`src/hw/pordm_regs.svh`:
```
// register offsets, field positions and reset values of the por-disable and port 0 mux bank
`ifndef PORDM_REGS_SVH
`define PORDM_REGS_SVH

`define PORDM_ADR_W          8
`define PORDM_POR_CTL_OFS    8'h24
`define PORDM_P0_CFG_OFS     8'h30

`define PORDM_POR_KEY        16'h5aa5
`define PORDM_KEY_RST        16'h0000
`define PORDM_KEY_LSB        0
`define PORDM_KEY_MSB        15

`define PORDM_P0_RST         32'h0000_0000
`define PORDM_SEL_LSB        0
`define PORDM_SEL_MSB        7
`define PORDM_ALT_LSB        8
`define PORDM_ALT_MSB        11
`define PORDM_SCHMITT_LSB    16
`define PORDM_SCHMITT_MSB    23

`endif

```
`src/hw/pordm_pkg.sv`:
```
// types shared by the por-disable and port 0 mux bank
package pordm_pkg;

    // one-hot pin function codes
    typedef enum logic [4:0] {
        PORDM_FN_GPIO  = 5'h01,
        PORDM_FN_PWM   = 5'h02,
        PORDM_FN_BRAKE = 5'h04,
        PORDM_FN_ADC   = 5'h08,
        PORDM_FN_CAP   = 5'h10
    } pordm_func_t;

    // wishbone classic request as driven by the master
    typedef struct packed {
        logic        cyc;
        logic        stb;
        logic        we;
        logic [7:0]  adr;
        logic [3:0]  sel;
        logic [31:0] dat;
    } pordm_wb_req_t;

    // wishbone classic answer
    typedef struct packed {
        logic        ack;
        logic [31:0] dat;
    } pordm_wb_rsp_t;

    // reset sources that bring the power-on reset circuit back
    typedef struct packed {
        logic ext_pin;
        logic watchdog;
        logic window_watchdog;
        logic low_voltage;
        logic brownout;
        logic debugger_cmd;
        logic software_chip;
    } pordm_rst_src_t;

endpackage

```
`src/hw/pordm_top.sv`:
```
// por-disable key register and port 0 function/input-type register behind a wishbone slave
//
// The Wishbone interface to the registers was decided locally.
`timescale 1ns/1ps
`include "pordm_regs.svh"
module pordm_top #(
    parameter int PINS = 8 // port 0 width
) (
    input  wire logic                    ref_clk,              // 250 MHz system clock
    input  wire logic                    rst_n,                // synchronous reset, active low
    input  wire pordm_pkg::pordm_wb_req_t wb_req,              // wishbone classic request
    output pordm_pkg::pordm_wb_rsp_t     wb_rsp,               // wishbone classic answer
    input  wire logic                    write_unlocked,       // protection scheme is unlocked
    input  wire pordm_pkg::pordm_rst_src_t other_reset,        // other reset sources, asynchronous
    input  wire logic                    por_detect_raw,       // analog power-on detector, asynchronous
    output logic                         por_chip_reset,       // power-on reset request to the chip
    output logic                         por_disabled,         // power-on reset held off by key
    output logic [PINS-1:0]              port0_schmitt_enable, // schmitt input enable per pin
    input  wire logic [PINS-1:0]         p0_pin_in,            // pad input levels, asynchronous
    output logic [PINS-1:0]              p0_pin_out,           // pad output levels
    output logic [PINS-1:0]              p0_pin_oe,            // pad output enables, high drives
    input  wire logic [PINS-1:0]         gpio_out,             // gpio block output data
    input  wire logic [PINS-1:0]         gpio_oe,              // gpio block output enables
    output logic [PINS-1:0]              gpio_in,              // synchronised pad levels to gpio
    input  wire logic [5:0]              pwm_unit0_channel,    // pwm unit 0 channel outputs 0..5
    output logic                         pwm_unit0_brake_input1, // brake input 1 of pwm unit 0
    output logic                         adc_start_trigger_input, // adc external start trigger
    output logic [2:0]                   capture_unit1_input,  // capture unit 1 inputs 0..2
    output logic [PINS-1:0]              pin_is_gpio           // pin currently in gpio mode
);
    import pordm_pkg::*;

    localparam int RSRC = $bits(pordm_rst_src_t);

    // ------------------------------------------------------------------
    // synchronisers for everything arriving from outside this clock
    // ------------------------------------------------------------------
    logic [RSRC-1:0] rsrc_meta_r;
    logic [RSRC-1:0] rsrc_sync_r;
    logic            pord_meta_r;
    logic            pord_sync_r;
    logic [PINS-1:0] pin_meta_r;
    logic [PINS-1:0] pin_sync_r;

    always_ff @(posedge ref_clk) begin
        if (!rst_n) begin
            rsrc_meta_r <= '0;
            rsrc_sync_r <= '0;
            pord_meta_r <= 1'b0;
            pord_sync_r <= 1'b0;
            pin_meta_r  <= '0;
            pin_sync_r  <= '0;
        end else begin
            rsrc_meta_r <= other_reset;
            rsrc_sync_r <= rsrc_meta_r;
            pord_meta_r <= por_detect_raw;
            pord_sync_r <= pord_meta_r;
            pin_meta_r  <= p0_pin_in;
            pin_sync_r  <= pin_meta_r;
        end
    end

    // any of the other sources returns the circuit to active
    wire other_reset_seen = |rsrc_sync_r;

    // ------------------------------------------------------------------
    // wishbone classic slave: ack one cycle after the request appears
    // ------------------------------------------------------------------
    logic        ack_r;
    logic        ack_nxt;
    logic [31:0] rdat_r;
    logic [31:0] rdat_nxt;

    wire req_live   = wb_req.cyc & wb_req.stb;
    wire req_new    = req_live & ~ack_r;
    // registers change on the edge at which the master samples ack
    wire req_commit = req_live & ack_r & wb_req.we;

    wire hit_por = (wb_req.adr == `PORDM_POR_CTL_OFS);
    wire hit_p0  = (wb_req.adr == `PORDM_P0_CFG_OFS);

    function automatic logic [31:0] lane_merge(input logic [31:0] old_v,
                                               input logic [31:0] new_v,
                                               input logic [3:0]  sel);
        logic [31:0] m;
        m = old_v;
        for (int i = 0; i < 4; i++) begin
            if (sel[i]) begin
                m[i*8 +: 8] = new_v[i*8 +: 8];
            end
        end
        return m;
    endfunction

    // ------------------------------------------------------------------
    // power-on reset disable key
    // ------------------------------------------------------------------
    logic [15:0] key_r;
    logic [15:0] key_nxt;

    wire [31:0] por_word   = {16'h0000, key_r};
    wire [31:0] por_merged = lane_merge(por_word, wb_req.dat, wb_req.sel);
    // locked writes are acked but change nothing
    wire por_wr_ok = req_commit & hit_por & write_unlocked;

    always_comb begin
        key_nxt = key_r;
        if (por_wr_ok) begin
            key_nxt = por_merged[`PORDM_KEY_MSB:`PORDM_KEY_LSB];
        end
        // another reset source wins over a write in the same cycle
        if (other_reset_seen) begin
            key_nxt = `PORDM_KEY_RST;
        end
    end

    wire key_match_nxt = (key_nxt == `PORDM_POR_KEY);

    // ------------------------------------------------------------------
    // port 0 function and input-type register
    // ------------------------------------------------------------------
    logic [PINS-1:0] schmitt_r;
    logic [PINS-1:0] schmitt_nxt;
    logic [3:0]      alt_r;
    logic [3:0]      alt_nxt;
    logic [PINS-1:0] sel_r;
    logic [PINS-1:0] sel_nxt;

    // reserved bits 12..15 and 24..31 read zero and ignore writes
    wire [31:0] p0_word = {8'h00, schmitt_r, 4'h0, alt_r, sel_r};
    wire [31:0] p0_merged = lane_merge(p0_word, wb_req.dat, wb_req.sel);
    wire p0_wr = req_commit & hit_p0;

    always_comb begin
        schmitt_nxt = schmitt_r;
        alt_nxt     = alt_r;
        sel_nxt     = sel_r;
        if (p0_wr) begin
            schmitt_nxt = p0_merged[`PORDM_SCHMITT_MSB:`PORDM_SCHMITT_LSB];
            alt_nxt     = p0_merged[`PORDM_ALT_MSB:`PORDM_ALT_LSB];
            sel_nxt     = p0_merged[`PORDM_SEL_MSB:`PORDM_SEL_LSB];
        end
    end

    // ------------------------------------------------------------------
    // read mux and answer
    // ------------------------------------------------------------------
    // unmapped addresses read zero, writes to them are dropped
    assign rdat_nxt = hit_por ? por_word :
                      hit_p0  ? p0_word  : 32'h0000_0000;
    assign ack_nxt  = req_new;

    always_ff @(posedge ref_clk) begin
        if (!rst_n) begin
            ack_r  <= 1'b0;
            rdat_r <= 32'h0000_0000;
        end else begin
            ack_r  <= ack_nxt;
            rdat_r <= req_new ? rdat_nxt : rdat_r;
        end
    end

    assign wb_rsp.ack = ack_r;
    assign wb_rsp.dat = rdat_r;

    // ------------------------------------------------------------------
    // register state
    // ------------------------------------------------------------------
    logic por_disabled_r;

    always_ff @(posedge ref_clk) begin
        if (!rst_n) begin
            key_r          <= `PORDM_KEY_RST;
            por_disabled_r <= 1'b0;
            schmitt_r      <= '0;
            alt_r          <= 4'h0;
            sel_r          <= '0;
        end else begin
            key_r          <= key_nxt;
            por_disabled_r <= key_match_nxt;
            schmitt_r      <= schmitt_nxt;
            alt_r          <= alt_nxt;
            sel_r          <= sel_nxt;
        end
    end

    assign por_disabled         = por_disabled_r;
    assign port0_schmitt_enable = schmitt_r;

    // the detector is only gated, never filtered, so a real power event
    // still resets the chip as soon as the key is cleared
    logic por_chip_reset_r;

    always_ff @(posedge ref_clk) begin
        if (!rst_n) begin
            por_chip_reset_r <= 1'b0;
        end else begin
            por_chip_reset_r <= pord_sync_r & ~key_match_nxt;
        end
    end

    assign por_chip_reset = por_chip_reset_r;

    // ------------------------------------------------------------------
    // per-pin function decode
    // ------------------------------------------------------------------
    pordm_func_t func [PINS];

    for (genvar p = 0; p < PINS; p++) begin : g_pin
        pordm_pin_decode #(
            .PIN (p)
        ) u_dec (
            .alt  ((p < 4) ? alt_r[p % 4] : 1'b0),
            .sel  (sel_r[p]),
            .func (func[p])
        );
    end

    // ------------------------------------------------------------------
    // pad and peripheral routing
    // ------------------------------------------------------------------
    logic [PINS-1:0] pin_out_nxt;
    logic [PINS-1:0] pin_oe_nxt;
    logic [PINS-1:0] gpio_nxt;
    logic            brake_nxt;
    logic            adc_nxt;
    logic [2:0]      cap_nxt;

    always_comb begin
        pin_out_nxt = '0;
        pin_oe_nxt  = '0;
        gpio_nxt    = '0;
        brake_nxt   = 1'b0;
        adc_nxt     = 1'b0;
        cap_nxt     = 3'h0;
        for (int p = 0; p < PINS; p++) begin
            unique case (func[p])
                PORDM_FN_GPIO: begin
                    gpio_nxt[p]    = 1'b1;
                    pin_out_nxt[p] = gpio_out[p];
                    pin_oe_nxt[p]  = gpio_oe[p];
                end
                PORDM_FN_PWM: begin
                    if (p < 6) begin
                        pin_out_nxt[p] = pwm_unit0_channel[p % 6];
                        pin_oe_nxt[p]  = 1'b1;
                    end
                end
                PORDM_FN_BRAKE: begin
                    brake_nxt = pin_sync_r[p];
                end
                PORDM_FN_ADC: begin
                    // pins 3 and 7 may both feed the trigger; either pin's synchronised level counts
                    adc_nxt = adc_nxt | pin_sync_r[p];
                end
                PORDM_FN_CAP: begin
                    if (p < 3) begin
                        cap_nxt[p % 3] = pin_sync_r[p];
                    end
                end
                default: begin
                    gpio_nxt[p] = 1'b1;
                end
            endcase
        end
    end

    logic [PINS-1:0] pin_out_r;
    logic [PINS-1:0] pin_oe_r;
    logic [PINS-1:0] gpio_mode_r;
    logic [PINS-1:0] gpio_in_r;
    logic            brake_r;
    logic            adc_r;
    logic [2:0]      cap_r;

    always_ff @(posedge ref_clk) begin
        if (!rst_n) begin
            pin_out_r   <= '0;
            pin_oe_r    <= '0;
            gpio_mode_r <= '1;
            gpio_in_r   <= '0;
            brake_r     <= 1'b0;
            adc_r       <= 1'b0;
            cap_r       <= 3'h0;
        end else begin
            pin_out_r   <= pin_out_nxt;
            pin_oe_r    <= pin_oe_nxt;
            gpio_mode_r <= gpio_nxt;
            gpio_in_r   <= pin_sync_r;
            brake_r     <= brake_nxt;
            adc_r       <= adc_nxt;
            cap_r       <= cap_nxt;
        end
    end

    assign p0_pin_out              = pin_out_r;
    assign p0_pin_oe               = pin_oe_r;
    assign pin_is_gpio             = gpio_mode_r;
    assign gpio_in                 = gpio_in_r;
    assign pwm_unit0_brake_input1  = brake_r;
    assign adc_start_trigger_input = adc_r;
    assign capture_unit1_input     = cap_r;

endmodule // pordm_top

```
`src/hw/pordm_pin_decode.sv`:
```
// decodes one port 0 pin's alternate and select bits into its function
`timescale 1ns/1ps
module pordm_pin_decode
    import pordm_pkg::*;
#(
    parameter int PIN = 0
) (
    input  wire logic        alt,   // alternate-select bit, pins 0..3 only
    input  wire logic        sel,   // select bit
    output pordm_pkg::pordm_func_t func // decoded function
);
    import pordm_pkg::*;

    function automatic pordm_func_t decode(input int pin, input logic a, input logic s);
        pordm_func_t f;
        f = PORDM_FN_GPIO;
        if (pin >= 4) begin
            if (s) begin
                unique case (pin)
                    7:       f = PORDM_FN_ADC;
                    6:       f = PORDM_FN_BRAKE;
                    default: f = PORDM_FN_PWM;
                endcase
            end
        end else begin
            // (1,0) is not a defined pair, left as gpio
            unique case ({a, s})
                2'b01:   f = PORDM_FN_PWM;
                2'b11:   f = (pin == 3) ? PORDM_FN_ADC : PORDM_FN_CAP;
                default: f = PORDM_FN_GPIO;
            endcase
        end
        return f;
    endfunction

    assign func = decode(PIN, alt, sel);

endmodule // pordm_pin_decode

```
`config.mk`:
```
export PLATFORM = sky130hd
export DESIGN_NAME = pordm_top
export DESIGN_NICKNAME = d
export VERILOG_FILES = /design/src/hw/pordm_pkg.sv /design/src/hw/pordm_top.sv /design/src/hw/pordm_pin_decode.sv
export VERILOG_INCLUDE_DIRS = /design/src /design/src/hw
export SDC_FILE = /design/constraint.sdc
export NUM_CORES = 1
export LEC_CHECK = 0
export BUFFER_PORTS_ARGS = -buffer_cell sky130_fd_sc_hd__buf_2
export CORE_MARGIN = 2
export CORE_UTILIZATION = 53
export DETAILED_ROUTE_END_ITERATION = 7
export GPL_TIMING_DRIVEN = 0
export PLACE_DENSITY = 0.85
export SETUP_SLACK_MARGIN = 0.2
export SYNTH_ARGS = -nofsm -noshare
export SYNTH_HDL_FRONTEND = slang
export SYNTH_SLANG_ARGS = --single-unit
```
`constraint.sdc`:
```
create_clock -name ref_clk -period 4.7 [get_ports ref_clk]
set_input_delay 0.94 -clock ref_clk [delete_from_list [all_inputs] [get_ports ref_clk]]
set_output_delay 0.94 -clock ref_clk [all_outputs]
set_load 0.05 [all_outputs]
```
# After elaboration in Yosys (flattened, before gate mapping)
# Cells that the tools add are included.
word_totals:
  regBits: 140
classes:
  mux: 50
  reduce_logical: 17
  n_bitwise: 17
  n_eq_ne: 51
op_table:
  columns: ["cell", "n"]
  rows:
  - ["$mux 24", 2]
  - ["$eq 5x1->1 const B", 8]
  - ["$eq 5x2->1 const B", 8]
  - ["$eq 5x3->1 const B", 8]
  - ["$eq 5x4->1 const B", 8]
  - ["$eq 5x5->1 const B", 8]
  - ["$mux 16", 2]
  - ["$reduce_or 4->1", 8]
  - ["$pmux 5 s2", 3]
  - ["$mux 1", 24]
  - ["$pmux 1 s2", 12]
  - ["$eq 16x15->1 const B", 1]
  - ["$eq 8x6->1 const B", 2]
  - ["$mux 8", 2]
  - ["$reduce_and 2->1", 8]
  - ["$and 1x1->1", 8]
  - ["$eq 2x1->1 const B", 4]
  - ["$eq 2x2->1 const B", 4]
  - ["$pmux 4 s2", 1]
  - ["$or 1x1->1", 7]
  - ["$reduce_or 7->1", 1]
  - ["$mux 2", 2]
  - ["$mux 4", 1]
  - ["$mux 3", 1]
  - ["$not 1->1", 2]

# Depth between registers and ports, before layout
# Gate-level depths: netlist of the first run.
depth:
  ltp_word: 18
  depth_mapped: 6
  depth_no_buf: 4

# Modules after synthesis
# A second synthesis of the first run with hierarchy kept.
hier_totals:
  cells_unflattened: 612
  area_unflattened_um2: 5496.5
modules_own_cells:
  columns: ["mod", "n_inst", "area_per_inst_um2", "cells_each", "seq_area_each_um2"]
  rows:
  - ["pordm_top", 1, 5191.2, 564, 2642.5]
  - ["pordm_pin_decode (g_pin[0].u_dec ...)", 4, 38.8, 6, 0.0]
  - ["pordm_pin_decode (g_pin[4].u_dec ...)", 4, 37.5, 6, 0.0]

# Worst setup path before layout of the first run
# OpenSTA, ideal clock, no wires.
synth_path:
  path_type: "input port to flip-flop"
  from: "in wb_req[39] in the netlist's numbering"
  to: "reg por_chip_reset_r, in the netlist por_chip_reset"
  arrival_ns: 2.746
  path_buffers: 2
  path_stages: 6
  required_ns: 4.575
  setup_ns: 0.125
  slack_ns: 1.829
  path_cell_list: "or4b_1 -> buf_6 -> nor4_2 -> buf_4 -> mux2_4 -> o41a_1"
synth_between:
  elab_chain_cells: 8
synth_lines:
  columns: ["element", "line_no", "text"]
  rows:
  - ["start: declaration", "pordm_top.sv:11", "input wire pordm_pkg::pordm_wb_req_t wb_req,"]
  - ["$eq 8x6->1 (no line)", null, null]
  - ["$and 1x1->1 (2 in a row)", "pordm_top.sv:104", "wire por_wr_ok = req_commit & hit_por & write_unlocked;"]
  - ["$mux 16", "pordm_top.sv:108", "if (por_wr_ok) begin"]
  - ["$mux 16", "pordm_top.sv:112", "if (other_reset_seen) begin"]
  - ["$eq 16x15->1 (no line)", null, null]
  - ["$not 1->1", "pordm_top.sv:198", "por_chip_reset_r <= pord_sync_r & ~key_match_nxt;"]
  - ["$and 1x1->1", "pordm_top.sv:198", null]
  - ["end signal: assignment", "pordm_top.sv:198", null]
  - ["end: declaration", "pordm_top.sv:192", "logic por_chip_reset_r;"]
# No other way between the ends.
# A chain may end at the register's enable or synchronous reset.

# Worst setup path after layout of the first run
# Same ends and word-level chain as after synthesis.

==> flow_summary.yaml, run 1 <==
floorplanning:
  num_rows: 34
  dieWidth_um: 98.6
  core_mm2: 0.00872
  die-area_mm2: 0.00973
  initial_core_util: 0.544
  ios: 168
  dieHeight_um: 98.6
power_and_ir_drop:
  power_density_mw_per_mm2: 413
  p_leak_nw: 2.74
  p_int_mw: 1.93
  power_frac_seq: 0.447
  switchingPower_mw: 0.641
  p_total_mw: 2.57
  clkPwrFrac: 0.487
  ir_worst_vdd_mv: 0.295
  pwr-share-comb: 0.066
  power_switching_share: 0.250
cts:
  clock_path_buffers: 2
  cts.repair.resized: 0
  clock_sinks: 132
  postCtsSetupBuffers: 0
  htreeDepth: 4
  cts_tree: "done"
  clockRootBuffer: "clkbuf_8"
  clk_pin_slew_worst_paths_ns: 0.06
  hold_buffers: 0
  cts_buffers: 17
  clk_latency_ns: 0.51
synth:
  syn_inst: 469
  synth-async-reset-ratio: 0
  ys.flop_type: "dfxtp_1"
  syn_area_per_cell_um2: 10.1
  ys_types: 38
  synth-seq-cells: 132
  synth_enable_flop_cells: 0
  synth_warnings: 0
  seq_area_frac_synth: 0.557
  synth_area_mm2: 0.00475
sta:
  hold-worst-slack_ns: 0.434
  hold_viol: 0
  finalSetupViolations: 0
  timing.final.ws_setup_ns: 1.99
  period_minus_slack_ns: 2.71
  rsz0062_at_grt: "false"
  tightest_slew_ns: 0.727
  relSlewSlack: 0.515
  period_share: 0.576
  drv_slew: 0
  tns_ns: 0
  fin_skew_ns: 0.00709
  fmax_ghz: 0.369
min_path:
  min_to: "pin_sync_r[4]"
  hp-start: "pin_meta_r[4]"
  hold_depth: 1
  hp-class: "reg -> reg"
global_routing:
  grt_max_degree: 17
  grt_pass1_vias: 4025
  antenna_found_initial: 0
  grt_usage: 0.254
  grt.overflow.total: 0
  grt_pass1_wl_um: 19300
worst_setup_path:
  cp_max_fo: 9
  worst_setup_path_end_kind: "register"
  required_ns: 5.09
  crit_type: "in -> reg"
  reg2reg_slack_ns: 2.59
  crit_path_start_kind: "input port"
  rr_worst_depth: 6
  cp.arrival_ns: 3.10
  reg2reg_to: "rdat_r[0]"
  rr_startpoint: "ack_r"
placement:
  hpwl_um: 8850
  routabilityCongestion: 0.863
  dp_slack_ns: 1.51
  placedCellCount: 733
  place_area_mm2: 0.00565
  portBuffers: 149
final_layout:
  finalNetCount: 732
  syn_to_final_growth_pct: 31.1
  finalNonFillerCells: 765
  final_cell_area_mm2: 0.00622
  finalCoreUtilization: 0.713
  drive_above_1_share: 0.314
  num-fill-cells: 635
  antennaDiodeCount: 0
drt:
  ant_nets: 0
  route.detailed.drc: 0
  drt-total-wl_um: 12500
  drtIter0Drc: 195
  routedWlPerCell_um: 16.3
  via_per_inst: 5.36
  vias: 4103
  drtPass1Iterations: 5
outcome:
  status: "completed"
flow_run:
  maxCapViolations: 0
==> worst max path at each step <==
stage | slack [ns] | to | from
floorplan | 1.83 | por_chip_reset | wb_req[39]
global placement | 1.53 | por_chip_reset | wb_req[39]
detailed placement | 1.51 | por_chip_reset | wb_req[39]
CTS | 2.03 | por_chip_reset | wb_req[39]
global route | 1.97 | por_chip_reset | wb_req[39]
finish | 1.99 | por_chip_reset | wb_req[39]
==> sequential cells by signal, indices dropped and copies added, names as in the netlist, 3 cells and up <==
register              cells
rdat_r                   24
key_r                    16
gpio_in                   8
p0_pin_oe                 8
p0_pin_out                8
pin_is_gpio               8
pin_meta_r                8
pin_sync_r                8
port0_schmitt_enable      8
sel_r                     8
rsrc_meta_r               7
rsrc_sync_r               7
alt_r                     4
capture_unit1_input       3
==> Yosys cell counts, drive strengths merged (2+ instances only) <==
cell type  instances  area share
a21boi            16       0.025
a21oi             24       0.025
a22oi             20       0.032
and2              41       0.054
and3              24       0.032
buf               16       0.025
clkbuf            23       0.019
dfxtp            132        0.56
inv                5      0.0040
mux2               2      0.0055
mux2i             22       0.046
nand2             29       0.023
nand2b             5      0.0066
nand3              8      0.0084
nand4              3      0.0040
nor2              39       0.031
nor2b              2      0.0026
nor3b              4      0.0063
nor4               4       0.014
nor4bb             6       0.013
o21a              20       0.032
or2                2      0.0032
or3               14       0.018
or4b               2      0.0042
==> kinds of logic (layout without fill, tap and decap cells) <==
group / Yosys count / in the layout / synth area share
compound gates: 82 / 82 / 0.118
buf+inv: 44 / 225 / 0.0477
flops: 132 / 132 / 0.557
mux: 24 / 24 / 0.0519
other cells: 1 / 8 / 0.000790
simple gates: 186 / 186 / 0.224
==> layout by cell type, fill, tap and decap left out, types with 3 or more instances in the layout <==
cell / count
buf_2: 151
and2_1: 41
nand2b_1: 5
conb_1: 8
nor4bb_1: 6
a21oi_1: 24
nand3_1: 8
nand2_1: 29
dfxtp_1: 132
clkinvlp_4: 3
nor2_1: 39
inv_1: 4
clkbuf_16: 16
o21a_1: 20
nor3b_1: 4
a21boi_0: 16
mux2i_1: 22
or3_1: 14
clkbuf_1: 21
inv_6: 5
and3_1: 24
a22oi_1: 20
buf_4: 11
nand4_1: 3
==> critical path, stage by stage <==
cell	delay, ns
buf_2	0.09
or4b_1	0.57
buf_6	0.18
nor4_2	0.33
buf_4	0.27
mux2_4	0.34
o41a_1	0.38
==> power by group through the flow <==
stage | sequential (mW) | clock [mW] | combinational, mW
after global routing | 1.15 | 1.32 | 0.182
after CTS | 1.15 | 1.26 | 0.169
after detailed placement | 1.17 | 0 | 0.167
after global placement | 1.17 | 0 | 0.163
final | 1.15 | 1.25 | 0.170
after floorplan | 1.20 | 0 | 0.0693
==> routing by layer <==
| metal | track usage | share of wire | routed length (um) | up-vias |
|---|---|---|---|---|
| li1 | - | - | - | 1941 |
| met1 | 0.298 | 0.39 | 4860 | 1930 |
| met2 | 0.426 | 0.50 | 6180 | 201 |
| met3 | 0.0716 | 0.083 | 1040 | 31 |
| met4 | 0.125 | 0.032 | 394 | 0 |
| met5 | 0 | 0 | 0 | - |
==> layout make-up <==
cell class / instances / area [um^2] / area share
inverters: 5 / 18.8 / 0.00302
multi-input cells: 300 / 1900 / 0.306
flip-flops and latches: 132 / 2640 / 0.425
clock buffers: 18 / 428 / 0.0688
clock inverters: 14 / 141 / 0.0227
plain buffers: 39 / 208 / 0.0334
repair buffers: 149 / 746 / 0.120
well taps: 108 / 135 / 0.0217
Note: power is estimated with default switching activity, not from simulation.
==> inputs of run 2 (changes only) <==
--- a/config.mk
+++ b/config.mk
@@ -8,10 +8,10 @@
 export LEC_CHECK = 0
 export BUFFER_PORTS_ARGS = -buffer_cell sky130_fd_sc_hd__buf_2
 export CORE_MARGIN = 2
-export CORE_UTILIZATION = 53
+export CORE_UTILIZATION = 44
 export DETAILED_ROUTE_END_ITERATION = 7
 export GPL_TIMING_DRIVEN = 0
-export PLACE_DENSITY = 0.85
+export PLACE_DENSITY = 0.76
 export SETUP_SLACK_MARGIN = 0.2
 export SYNTH_ARGS = -nofsm -noshare
 export SYNTH_HDL_FRONTEND = slang
==> constraint.sdc (replaced) <==
create_clock -name ref_clk -period 2.3 [get_ports ref_clk]
set_input_delay 0.46 -clock ref_clk [delete_from_list [all_inputs] [get_ports ref_clk]]
set_output_delay 0.46 -clock ref_clk [all_outputs]
set_load 0.05 [all_outputs]
==> flow_summary.yaml, run 2 (synthesized netlist as in run 1, its figures left out) <==
placement:
  routabilityCongestion: 0.875
  place_area_mm2: 0.00570
  dp_slack_ns: -0.193
  portBuffers: 149
  hpwl_um: 9040
sta:
  finalSetupViolations: 0
  fin_skew_ns: 0.00520
  period_minus_slack_ns: 1.99
  drv_slew: 0
  rsz0062_at_grt: "false"
  tightest_slew_ns: 0.760
  timing.final.ws_setup_ns: 0.313
  period_share: 0.864
  hold_viol: 0
  fmax_ghz: 0.503
  relSlewSlack: 0.493
cts:
  clk_pin_slew_worst_paths_ns: 0.06
  clock_path_buffers: 2
  cts_buffers: 17
  clockRootBuffer: "clkbuf_8"
  clock_sinks: 132
  cts_tree: "done"
  htreeDepth: 4
  postCtsSetupBuffers: 0
  clk_latency_ns: 0.53
  hold_buffers: 0
floorplanning:
  dieWidth_um: 108
  ios: 168
  dieHeight_um: 108
  num_rows: 37
  core_mm2: 0.0104
  die-area_mm2: 0.0116
  initial_core_util: 0.456
flow_run:
  maxCapViolations: 0
final_layout:
  finalNetCount: 732
  antennaDiodeCount: 0
  layout_common_cells: "buf_2 (151), dfxtp_1 (132), and2_1 (41)"
  finalCoreUtilization: 0.604
  drive_above_1_share: 0.319
  syn_to_final_growth_pct: 32.5
  final_cell_area_mm2: 0.00629
  top_register: "rdat_r"
  final_common_cell: "buf_2"
  largest_register_ffs: 24
  biggestRegsByFlops: "rdat_r x24, key_r x16"
min_path:
  hp-class: "in -> reg"
  hp-start: "other_reset[3]"
  hold_depth: 2
global_routing:
  grt.overflow.total: 0
  grt_max_degree: 17
  grtUsageMet1: 0.256
  grt_use_met3: 0.0533
  grt_usage: 0.214
  grt_pass1_vias: 3870
  grt-busiest-layer: "met2"
  use_met2: 0.358
  grt_pass1_wl_um: 18800
  antenna_found_initial: 0
power_and_ir_drop:
  p_total_mw: 5.33
  power_density_mw_per_mm2: 848
  ir_worst_vdd_mv: 0.439
  p_leak_nw: 2.75
worst_setup_path:
  required_ns: 2.71
  crit_type: "reg -> reg"
  rr_startpoint: "ack_r"
  worst_setup_path_end_kind: "register"
  cp_max_fo: 9
  crit_path_start_kind: "register"
  startpoint: "ack_r"
  cp.arrival_ns: 2.39
  rr_worst_depth: 5
drt:
  drtPass1Iterations: 4
  via_per_inst: 5.06
  routedWlPerCell_um: 15.3
  ant_nets: 0
  drtIter0Drc: 248
  vias: 4000
  route.detailed.drc: 0
  drt-total-wl_um: 12100
outcome:
  status: "completed"
[run 2: final timing paths]
kind,slack (ns),endpoint
worst max register to register,0.31,por_chip_reset
worst max-delay path,0.31,por_chip_reset
worst min register to register,0.43,gpio_in[5]
worst min-delay path,0.13,rsrc_meta_r[3]
[run 2: layer usage]
| metal | share of wire | wire [um] |
|---|---|---|
| met2 | 0.49 | 5920 |
| met1 | 0.41 | 5010 |
| met5 | 0 | 0 |
| met4 | 0.033 | 401 |
| met3 | 0.066 | 801 |
[run 2: repair_timing]
item,4_1_cts,5_1_grt
resized for setup,0,3
hold endpoints to repair,0,0
endpoints found under the setup margin,0,18
[run 2: final cells by class]
cell class / instances / area [um^2]
fill: 879 / 4130
sequential: 132 / 2640
multi-input combinational: 300 / 1910
timing repair buffer: 149 / 746
clock buffer: 18 / 428
buffer: 39 / 210
tap: 136 / 170
clock inverter: 12 / 158
inverter: 5 / 18.8
[run 2: stage by stage]
step	hold WS, ns	setup TNS, ns	cells
2_1_floorplan	0.400	0	476
3_3_place_gp	0.414	-0.281	761
5_1_grt	0.127	0	791
4_1_cts	0.128	0	791
6_report	0.134	0	791
3_5_place_dp	0.419	-0.213	761
[run 2: power by group]
part | internal [mW] | total, mW | switching [mW]
sequential | 2.33 | 2.34 | 0.00971
combinational | 0.114 | 0.344 | 0.231
clock | 1.67 | 2.65 | 0.978
total | 4.12 | 5.33 | 1.22
[run 2: critical path: stages (launching register included)]
cell	delay [ns]
dfxtp_1	0.36
nand4_1	0.26
nor4_2	0.27
buf_4	0.24
mux2_4	0.35
o41a_1	0.38
